File: config.mk
export PLATFORM = sky130hd
export DESIGN_NAME = ww_watchdog
export DESIGN_NICKNAME = d
export VERILOG_FILES = /design/src/core/ww_watchdog.v
export VERILOG_INCLUDE_DIRS = /design/src /design/src/core
export SDC_FILE = /design/constraint.sdc
export NUM_CORES = 1
export LEC_CHECK = 0
export ABC_AREA = 1
export BUFFER_PORTS_ARGS = -buffer_cell sky130_fd_sc_hd__buf_2
export CAP_MARGIN = 20
export CORE_UTILIZATION = 40
export CTS_CLUSTER_SIZE = 20
export DETAILED_ROUTE_END_ITERATION = 8
export PLACE_DENSITY_LB_ADDON = 0.3
export SYNTH_ARGS = -nofsm -noshare
export SYNTH_HDL_FRONTEND = slang
export SYNTH_SLANG_ARGS = --single-unit
export TNS_END_PERCENT = 1
File: constraint.sdc
create_clock -name pclk -period 2.1 [get_ports pclk]
set_input_delay 0.42 -clock pclk [delete_from_list [all_inputs] [get_ports pclk]]
set_output_delay 0.42 -clock pclk [all_outputs]
set_load 0.05 [all_outputs]
File: src/core/ww_defines.vh
/*
 * ww_defines.vh - register offsets, field positions, reset values, key
 * words and cycle counts of the windowed watchdog.
 * assumes: included by the watchdog core and the testbench files; all counts are in pclk cycles.
 */
`ifndef WW_DEFINES_VH
`define WW_DEFINES_VH

// ----------------------------------------------------------------------
// register byte offsets (one aligned 32-bit word each)
// ----------------------------------------------------------------------
`define WW_CTRL_OFF    8'h00
`define WW_FLAG_OFF    8'h04
`define WW_TOVAL_OFF   8'h08
`define WW_WIN_OFF     8'h0C
`define WW_REFR_OFF    8'h10
`define WW_UNLK_OFF    8'h14
`define WW_TMR_OFF     8'h18

// ----------------------------------------------------------------------
// control register fields
// ----------------------------------------------------------------------
`define WW_B_ON        0
`define WW_B_CLKSEL    1
`define WW_B_IRQEN     2
`define WW_B_WINEN     3
`define WW_B_PERMIT    4
`define WW_B_HALTDBG   5
`define WW_B_STOPEN    6
`define WW_B_WAITEN    7

// ----------------------------------------------------------------------
// reset values and key words
// ----------------------------------------------------------------------
`define WW_CTRL_RST    8'hD3
`define WW_TOVAL_RST   32'h004C4B4C
`define WW_WIN_RST     32'h00000010
`define WW_UNLK_KEY1   16'hC520
`define WW_UNLK_KEY2   16'hD928
`define WW_REFR_KEY1   16'hA602
`define WW_REFR_KEY2   16'hB480

// ----------------------------------------------------------------------
// timing counts in bus clock cycles
// ----------------------------------------------------------------------
`define WW_WCT_CYC     9'd256
`define WW_GAP_CYC     5'd20
`define WW_IRQ_RST_CYC 9'd256

`endif

File: src/core/ww_watchdog.v
/*
 * ww_watchdog.v - windowed watchdog with unlock and refresh key sequences,
 * an APB register slave and interrupt-then-reset exception handling.
 * assumes: one bus clock pclk; the two timer clock sources arrive as pins
 * much slower than pclk and are sampled; debug/stop/wait are async pins.
 */
// Local design decisions: the address map and the APB slave port.
//
// Overview of operation
// RULE1: timer steps on low-power oscillator or external clock, chosen by control bit.
// RULE2: with update permit, key1 then key2 within 20 cycles unlocks configuration.
// RULE3: no configuration write is taken the cycle right after unlock.
// RULE4: a 256-cycle update window opens after unlock; configuration changes only inside.
// RULE5: each configuration register takes one write per unlock, then locks.
// RULE6: no configuration write during update window causes an exception.
// RULE7: unlock attempts inside the update window are ignored.
// RULE8: timer keeps old setup during update, restarts on new setup at close.
// RULE9: any non-key value written to the unlock register causes an exception.
// RULE10: unlock keys more than 20 cycles apart with permit set cause exception.
// RULE11: refresh during unlock sequence or update window is silently ignored.
// RULE12: first unlock key must arrive within 256 cycles after reset.
// RULE13: new setup applies at window close; stop, wait, debug, irq enables at once.
// RULE14: refresh key1 then key2 within 20 cycles restarts timer next cycle.
// RULE15: refresh keys too far apart or wrong refresh value cause exception.
// RULE16: unlock attempts between the two refresh keys are silently ignored.
// RULE17: windowed mode: refresh before window count causes exception.
// RULE18: disabled timer held at zero, no refresh; other exceptions still reset.
// RULE19: halt-in-debug pauses timer in debug; register access stays allowed.
// RULE20: in debug, windows and exceptions keep running on the bus clock.
// RULE21: debug entered in the reset window holds timer zero; exit restarts window.
// RULE22: with irq enabled, exception raises interrupt, then reset 256 cycles later.
// RULE23: pending interrupt flag clears when software writes one to it.
// RULE24: two time-outs without system reset drive reset out directly.
// RULE25: timer counts up and times out on reaching the time-out value.
//
`timescale 1ns/1ps
`default_nettype none
`include "ww_defines.vh"

module ww_watchdog #(
   parameter TMR_W = 32
) (
   // apb slave
   input  wire        pclk,
   input  wire        presetn,
   input  wire        psel,
   input  wire        penable,
   input  wire        pwrite,
   input  wire [7:0]  paddr,
   input  wire [31:0] pwdata,
   output reg  [31:0] prdata,
   output reg         pready,
   output reg         pslverr,
   // timer clock sources and mode pins (asynchronous)
   input  wire        low_power_osc,
   input  wire        ext_sys_clk,
   input  wire        debug_mode,
   input  wire        stop_mode,
   input  wire        wait_mode,
   // system outputs
   output reg         sys_reset_q,
   output reg         irq_pending_flag
);

   // ------------------------------------------------------------------
   // unlock sequencer states
   // ------------------------------------------------------------------
   localparam [3:0] S_LOCK = 4'h1;
   localparam [3:0] S_KEY1 = 4'h2;
   localparam [3:0] S_GAP  = 4'h4;
   localparam [3:0] S_UPD  = 4'h8;

   reg [3:0]       state_q;
   reg [4:0]       sync1_q;
   reg [4:0]       sync2_q;
   reg [1:0]       clk_old_q;
   reg [7:0]       ctrl_q;
   reg [31:0]      toval_q;
   reg [31:0]      win_q;
   reg             act_on_q;
   reg             act_clksel_q;
   reg             act_winen_q;
   reg [31:0]      act_toval_q;
   reg [31:0]      act_win_q;
   reg [2:0]       wdone_q;
   reg [8:0]       wct_q;
   reg [4:0]       gap_q;
   reg             ref1_q;
   reg             cfg_win_q;
   reg             dbg_hold_q;
   reg [TMR_W-1:0] tmr_q;
   reg             to_seen_q;
   reg             rst_pend_q;
   reg [8:0]       rst_cnt_q;

   // ------------------------------------------------------------------
   // two-flop synchronisers; bit 0 osc, 1 ext clk, 2 debug, 3 stop, 4 wait
   // ------------------------------------------------------------------
   always @(posedge pclk or negedge presetn) begin
      if (!presetn) begin
         sync1_q   <= 5'h00;
         sync2_q   <= 5'h00;
         clk_old_q <= 2'h0;
      end else begin
         sync1_q   <= {wait_mode, stop_mode, debug_mode, ext_sys_clk, low_power_osc};
         sync2_q   <= sync1_q;
         clk_old_q <= sync2_q[1:0];
      end
   end

   wire dbg_s  = sync2_q[2];
   wire stop_s = sync2_q[3];
   wire wait_s = sync2_q[4];
   // rising edge of the selected source gives one timer step
   wire [1:0] clk_rise = sync2_q[1:0] & ~clk_old_q;
   wire tick = act_clksel_q ? clk_rise[0] : clk_rise[1]; // RULE1

   // ------------------------------------------------------------------
   // apb decode; writes take effect at the access edge
   // ------------------------------------------------------------------
   wire setup   = psel & ~penable;
   wire wr      = psel & penable & pready & pwrite;
   wire addr_ok = (paddr[1:0] == 2'h0) && (paddr <= `WW_TMR_OFF);
   wire [15:0] wkey = pwdata[15:0];
   wire wr_ctrl  = wr && (paddr == `WW_CTRL_OFF);
   wire wr_flag  = wr && (paddr == `WW_FLAG_OFF);
   wire wr_toval = wr && (paddr == `WW_TOVAL_OFF);
   wire wr_win   = wr && (paddr == `WW_WIN_OFF);
   wire wr_refr  = wr && (paddr == `WW_REFR_OFF);
   wire wr_unlk  = wr && (paddr == `WW_UNLK_OFF);

   wire permit    = ctrl_q[`WW_B_PERMIT];
   wire upd_open  = (state_q == S_UPD); // RULE3
   wire gap_over  = (gap_q >= `WW_GAP_CYC);
   wire wct_last  = (wct_q == `WW_WCT_CYC - 9'd1);
   wire upd_close = upd_open && wct_last;

   // ------------------------------------------------------------------
   // unlock and refresh decode
   // ------------------------------------------------------------------
   reg exc_unlk;
   reg exc_refr;
   reg ref_ok;
   always @* begin
      exc_unlk = 1'b0;
      exc_refr = 1'b0;
      ref_ok   = 1'b0;
      // unlock register judged when idle with no refresh half done, and in S_KEY1 while key2 is awaited
      if (wr_unlk && (state_q == S_LOCK) && !ref1_q) begin // RULE7 RULE16
         if (wkey != `WW_UNLK_KEY1 && wkey != `WW_UNLK_KEY2)
            exc_unlk = 1'b1; // RULE9
      end
      if (state_q == S_KEY1) begin
         if (wr_unlk && wkey != `WW_UNLK_KEY1 && wkey != `WW_UNLK_KEY2)
            exc_unlk = 1'b1; // RULE9
         else if (!wr_unlk && gap_over && permit)
            exc_unlk = 1'b1; // RULE10
      end
      // refresh only counts while locked and enabled
      if (wr_refr && (state_q == S_LOCK) && act_on_q) begin // RULE11 RULE18
         if (!ref1_q) begin
            if (wkey != `WW_REFR_KEY1)
               exc_refr = 1'b1; // RULE15
         end else if (wkey == `WW_REFR_KEY2) begin
            if (act_winen_q && (tmr_q < act_win_q[TMR_W-1:0]))
               exc_refr = 1'b1; // RULE17
            else
               ref_ok = 1'b1; // RULE14
         end else if (wkey != `WW_REFR_KEY1) begin
            exc_refr = 1'b1; // RULE15
         end
      end else if (ref1_q && !wr_refr && gap_over) begin
         exc_refr = 1'b1; // RULE15
      end
   end

   wire exc_upd  = upd_close && (wdone_q == 3'h0); // RULE6
   wire exc_cwin = (state_q == S_LOCK) && cfg_win_q && !dbg_hold_q && wct_last; // RULE12

   // ------------------------------------------------------------------
   // unlock sequencer, gap and window counters
   // ------------------------------------------------------------------
   always @(posedge pclk or negedge presetn) begin
      if (!presetn) begin
         state_q    <= S_LOCK;
         wct_q      <= 9'h000;
         gap_q      <= 5'h00;
         ref1_q     <= 1'b0;
         cfg_win_q  <= 1'b1;
         dbg_hold_q <= 1'b0;
      end else begin
         // counters count by default; the gap counter saturates, the window counter wraps
         if (!gap_over)
            gap_q <= gap_q + 5'd1;
         wct_q <= wct_q + 9'd1;
         case (state_q)
            S_LOCK: begin
               if (wr_unlk && !ref1_q && permit && wkey == `WW_UNLK_KEY1) begin
                  state_q   <= S_KEY1; // RULE2
                  gap_q     <= 5'h00;
                  cfg_win_q <= 1'b0;
               end
               if (cfg_win_q && (dbg_s || dbg_hold_q))
                  wct_q <= 9'h000; // RULE21
               if (exc_cwin)
                  cfg_win_q <= 1'b0;
            end
            S_KEY1: begin
               if (wr_unlk && wkey == `WW_UNLK_KEY2 && !gap_over)
                  state_q <= S_GAP; // RULE2
               else if (wr_unlk && wkey == `WW_UNLK_KEY1)
                  gap_q <= 5'h00;
               else if (exc_unlk || (gap_over && !wr_unlk))
                  state_q <= S_LOCK;
            end
            S_GAP: begin
               state_q <= S_UPD; // RULE3
               wct_q   <= 9'h000;
            end
            S_UPD: begin
               if (wct_last)
                  state_q <= S_LOCK; // RULE4
            end
            default: state_q <= S_LOCK;
         endcase
         // refresh half-sequence tracking
         if (ref1_q && (ref_ok || exc_refr))
            ref1_q <= 1'b0;
         else if (wr_refr && state_q == S_LOCK && act_on_q && wkey == `WW_REFR_KEY1) begin
            ref1_q <= 1'b1;
            gap_q  <= 5'h00;
         end
         // debug inside the reset window parks the timer until debug ends
         if (cfg_win_q && dbg_s && state_q == S_LOCK)
            dbg_hold_q <= 1'b1; // RULE21
         else if (dbg_hold_q && !dbg_s) begin
            dbg_hold_q <= 1'b0;
            cfg_win_q  <= 1'b1; // RULE21
         end
      end
   end

   // ------------------------------------------------------------------
   // write-once configuration; on, clock select, window enable, time-out and window value staged until the window closes
   // ------------------------------------------------------------------
   always @(posedge pclk or negedge presetn) begin
      if (!presetn) begin
         ctrl_q       <= `WW_CTRL_RST;
         toval_q      <= `WW_TOVAL_RST;
         win_q        <= `WW_WIN_RST;
         wdone_q      <= 3'h0;
         act_on_q     <= 1'b1;
         act_clksel_q <= 1'b1;
         act_winen_q  <= 1'b0;
         act_toval_q  <= `WW_TOVAL_RST;
         act_win_q    <= `WW_WIN_RST;
      end else begin
         if (state_q == S_GAP)
            wdone_q <= 3'h0;
         // one accepted write per register per unlock
         if (upd_open && wr_ctrl && !wdone_q[0]) begin // RULE4 RULE5
            ctrl_q     <= pwdata[7:0];
            wdone_q[0] <= 1'b1;
         end
         if (upd_open && wr_toval && !wdone_q[1]) begin // RULE5
            toval_q    <= pwdata;
            wdone_q[1] <= 1'b1;
         end
         if (upd_open && wr_win && !wdone_q[2]) begin // RULE5
            win_q      <= pwdata;
            wdone_q[2] <= 1'b1;
         end
         // the remaining fields become live only at window close
         if (upd_close) begin // RULE13
            act_on_q     <= ctrl_q[`WW_B_ON];
            act_clksel_q <= ctrl_q[`WW_B_CLKSEL];
            act_winen_q  <= ctrl_q[`WW_B_WINEN];
            act_toval_q  <= toval_q;
            act_win_q    <= win_q;
         end
      end
   end

   // ------------------------------------------------------------------
   // timer; stop, wait and debug enables act straight from ctrl_q
   // ------------------------------------------------------------------
   wire hold_zero = !act_on_q || dbg_hold_q; // RULE18 RULE21
   wire paused    = (dbg_s && ctrl_q[`WW_B_HALTDBG])
                  || (stop_s && !ctrl_q[`WW_B_STOPEN])
                  || (wait_s && !ctrl_q[`WW_B_WAITEN]); // RULE13 RULE19
   wire to_ev     = !hold_zero && (tmr_q >= act_toval_q[TMR_W-1:0]); // RULE25

   always @(posedge pclk or negedge presetn) begin
      if (!presetn) begin
         tmr_q     <= {TMR_W{1'b0}};
         to_seen_q <= 1'b0;
      end else begin
         // old setup keeps running through unlock; restart at close
         if (hold_zero || ref_ok || upd_close || to_ev)
            tmr_q <= {TMR_W{1'b0}}; // RULE8 RULE14
         else if (tick && !paused)
            tmr_q <= tmr_q + {{(TMR_W-1){1'b0}}, 1'b1}; // RULE25
         if (to_ev)
            to_seen_q <= 1'b1;
      end
   end

   // ------------------------------------------------------------------
   // exceptions: reset now, or interrupt then reset after a delay
   // ------------------------------------------------------------------
   // debug masks none of these while pclk runs, except a reset-window debug hold masks exc_cwin and to_ev
   wire exc_any = exc_unlk || exc_refr || exc_upd || exc_cwin || to_ev; // RULE20
   wire irq_en  = ctrl_q[`WW_B_IRQEN];
   // a second time-out goes straight out, the irq grace is skipped
   wire backup  = to_ev && to_seen_q; // RULE24

   always @(posedge pclk or negedge presetn) begin
      if (!presetn) begin
         rst_pend_q       <= 1'b0;
         rst_cnt_q        <= 9'h000;
         sys_reset_q      <= 1'b0;
         irq_pending_flag <= 1'b0;
      end else begin
         if (exc_any && irq_en && !rst_pend_q) begin
            rst_pend_q <= 1'b1; // RULE22
            rst_cnt_q  <= 9'h000;
         end else if (rst_pend_q && rst_cnt_q != `WW_IRQ_RST_CYC - 9'd1) begin
            rst_cnt_q <= rst_cnt_q + 9'd1;
         end
         // held until the system reset comes back on presetn
         if (backup || (exc_any && !irq_en)
             || (rst_pend_q && rst_cnt_q == `WW_IRQ_RST_CYC - 9'd1))
            sys_reset_q <= 1'b1; // RULE22 RULE24
         // a new event beats a clear in the same cycle
         if (exc_any && irq_en)
            irq_pending_flag <= 1'b1; // RULE22
         else if (wr_flag && pwdata[0])
            irq_pending_flag <= 1'b0; // RULE23
      end
   end

   // ------------------------------------------------------------------
   // read mux and registered apb answer (one access cycle, no waits)
   // ------------------------------------------------------------------
   reg [31:0] rd_d;
   always @* begin
      rd_d = 32'h00000000;
      case (paddr)
         `WW_CTRL_OFF:  rd_d = {24'h000000, ctrl_q};
         `WW_FLAG_OFF:  rd_d = {28'h0000000, dbg_hold_q, to_seen_q, upd_open, irq_pending_flag};
         `WW_TOVAL_OFF: rd_d = toval_q;
         `WW_WIN_OFF:   rd_d = win_q;
         `WW_TMR_OFF:   rd_d = tmr_q;
         default:       rd_d = 32'h00000000;
      endcase
   end

   always @(posedge pclk or negedge presetn) begin
      if (!presetn) begin
         prdata  <= 32'h00000000;
         pready  <= 1'b0;
         pslverr <= 1'b0;
      end else begin
         pready  <= setup;
         pslverr <= setup && !addr_ok;
         prdata  <= (setup && !pwrite && addr_ok) ? rd_d : 32'h00000000;
      end
   end

endmodule // ww_watchdog

`default_nettype wire

==> metrics <==
initial antenna violation count 0; Worst Setup Start Kind flip-flop; Static Leak 7.54 nW; power per cell area 644 mW/mm2; gpl congestion 0.839; grt ovf 0; met3 WL 1220 um; worst hold start pwdata[22]; fmax 429 MHz; standard-cell rows 64; wire per inst 15.6 um; MaxCap Viol Count 0; worst skew pair latency 0.55 ns; Final nets 1804; Synth Instances 1443; failing checks negative setup slack; Place WS -0.459 ns; Inserted Clock Buffers 29; number of synthesized register bits 254; DR iter-0 viols 798; CTS clk-pin slew, worst paths 0.06 ns; GR Util All Layers 21.0%; total internal power 8.06 mW; Sequential Power Share 47.9%; Seq/Total Area, Yosys 51.1%; commonest non-fill, non-tap cell in the layout nand2_1; routed vias/inst 4.96; die width 179 um; first-pass GRT wire length 52900 um; clock network power share 49.0%; Post-synth EDFFs 0; critical path class reg2reg; Least-Margin Pin Slew 0.427 ns; die area 0.0320 mm2; Comb pwr share 3.0%; commonest cells after routing, fill and taps aside 322 x nand2_1, 220 x dfrtp_1, 202 x inv_1, 144 x buf_4, 131 x o21ai_0; Min Hold Slack 0.0950 ns; post-detail-place hpwl 23400 um; Port Buffers 85; Top FF cell, synth dfrtp_1; critical path's largest stage delay 0.52 ns; simple-gate share of the synthesized area 19.9%; post-synthesis mux area share 0.0800%; Critical Path Fanout Max 8; Setup Skew 0.0146 ns; hold crit path type in2reg; Post-Layout Cell Count 2101; synthesized area per cell 8.67 um2; cell area after synthesis 0.0125 mm2; final worst path period need 2.33 ns; layout filler cell count 2827; FF-to-FF Start act_toval_q[9]; die height 179 um; Final WS setup -0.232 ns; Sw Pwr 2.21 mW; FF-to-FF setup slack -0.23 ns; Num Clock Sinks 254; number of global-route vias before repair 10500; Fin. Hold Viols 0; DRT met1 WL 15100 um; # diodes 0; critical path data arrival time 2.80 ns; DR WL met2 15700 um; critical path endpoint category flip-flop; syn_nets 1563; Area Overhead vs Synth 27.4%; total iterations of the first detailed-routing run 5; Crit path top cell by count nand2_1; CP top delay family simple AND/OR/NAND/NOR gates; Remaining DRCs 0; level count of the clock H-tree 1; async set-reset flop share out of synthesis 100%; fin crit share 111%; Worst Hold Path Cells 3; Final ANT Viol Nets 0; final core occ 52.0%; switching fraction of total power 21.5%; IO Count 86; worst path buffer plus inverter count 3; hold path endpoint toval_q[22]; Root Buffer clkbuf_16; RSZ-0062 raised after global routing yes; Max Used Layer met4; setup violators final 44; largest net degree at the start of global routing 69; routed wire length 32800 um; worst vdd ir 574 uV; TritonCTS clock tree built; Placeable Area 0.0307 mm2; Synth Area in Compound Gates 12.3%; dpl cells 2037; Reg-to-Reg End tmr_q[13]; Max Slew Vio Count 0; post-synthesis adder-cell area fraction 7.00%; Critical Path RT 2.57 ns; Synth cell types 54; slowest CP cell dfstp_2; YS warnings 0; share of cells above drive strength 1 24.3%; FF-to-FF path depth 14; Max transition margin 71.4%; worst-path cell chain inv_2, ha_4, nand2_2, inv_2, o21ai_2, nand2_1, a21oi_2, nand2_1, nand2_1, nand3_2, nand2_4, nand4_4, buf_12, nor3b_2; main combinational cell family by area after synthesis simple AND/OR/NAND/NOR gates; status finished with violations; Vias 10400; Synth Area in XOR/XNOR 1.61%; Max Root-Sink Buffers 3; Initial Util 40.8%
-- worst min-delay path: cells and delay by family --
kind | cells | cell delay, ns
compound gates | 1 | 0.06
buf+inv | 2 | 0.15
-- power groups by stage --
stage / combinational (mW) / clock [mW] / sequential (mW)
detailed placement: 0.308 / 0 / 5.01
floorplan: 0.0599 / 0 / 5.02
CTS: 0.318 / 5.16 / 4.92
global route: 0.349 / 5.33 / 4.92
finish: 0.309 / 5.04 / 4.92
global placement: 0.305 / 0 / 5.01
-- state kept, by name, indices dropped and copies added (netlist names), 9 cells and up --
signal,flops
act_win_q,32
act_toval_q,32
toval_q,32
tmr_q,32
rst_cnt_q,9
win_q,32
prdata,32
wct_q,9
-- area by class of cell --
type	instances	area, um2	share of cell area, %
Clock buffer	43	818	5.13
Clock inverter	9	128	0.801
Inverter	214	806	5.06
Multi-Input combinational cell	933	5370	33.7
Sequential cell	254	6400	40.2
Tap cell	396	495	3.11
Timing Repair Buffer	252	1920	12.0
-- cells by family after synthesis --
group / count (synthesis)
adders and majority gates: 70
xor gates and xnor gates: 23
buffers and inverters: 257
and+or+nand+nor: 561
AOI/OAI and AO/OA: 277
muxes: 1
DFF: 254
-- metrics by stage --
| stage | cell area (um2) | power [mW] | TNS, ns |
|---|---|---|---|
| 4_1_cts | 15800 | 10.4 | -11.32 |
| 6_report | 15900 | 10.3 | -7.19 |
| 5_1_grt | 15900 | 10.6 | -20.08 |
| 3_5_place_dp | 14600 | 5.32 | -15.78 |
| 2_1_floorplan | 12500 | 5.07 | 0 |
| 3_3_place_gp | 14600 | 5.31 | -12.23 |
-- timing repair --
| item | 4_1_cts | 5_1_grt |
|---|---|---|
| gates resized for setup | 25 | 40 |
| setup endpoints to repair | 81 | 111 |
| pin swaps | 13 | 21 |
| cloned | 2 | 1 |
| buffers inserted | 3 | 2 |
| hold buffers | 6 | 0 |
| hold endpoints to repair | 39 | 0 |
-- how the worst max path moves through the flow --
stage	startpoint	to	slack [ns]	cells after the start
global route	act_toval_q[22]	rst_cnt_q[4]	-0.34	13
detailed placement	act_toval_q[22]	rst_cnt_q[0]	-0.46	13
CTS	act_toval_q[11]	tmr_q[29]	-0.30	15
global placement	act_toval_q[11]	rst_cnt_q[4]	-0.39	15
finish	act_toval_q[9]	tmr_q[13]	-0.23	14
floorplan	act_toval_q[3]	tmr_q[0]	0.07	13
-- Yosys cell counts (all sizes together) (4+ instances only) --
master  number  area (um2)
a21oi       52         268
dfrtp      223        5580
xor2        20         175
or2          4        25.0
o21ai      171         860
clkbuf      25        93.8
ha          70         876
nor4         5        58.8
nor3b        5        42.5
nor3        27         161
a221oi       7        61.3
nand2      330        1250
a22oi       17         128
nor2       110         463
buf         18         105
nand3       48         260
a31oi        7        43.8
o211ai       9        67.6
nand4       29         200
inv        214         803
dfstp       31         815
-- layer usage --
| layer | up-vias | GRT usage, % |
|---|---|---|
| li1 | 5175 | - |
| met1 | 4994 | 28.5 |
| met2 | 192 | 34.8 |
| met3 | 58 | 2.82 |
| met4 | 0 | 6.04 |
| met5 | - | 0 |
(Power assumes the default switching activity.)
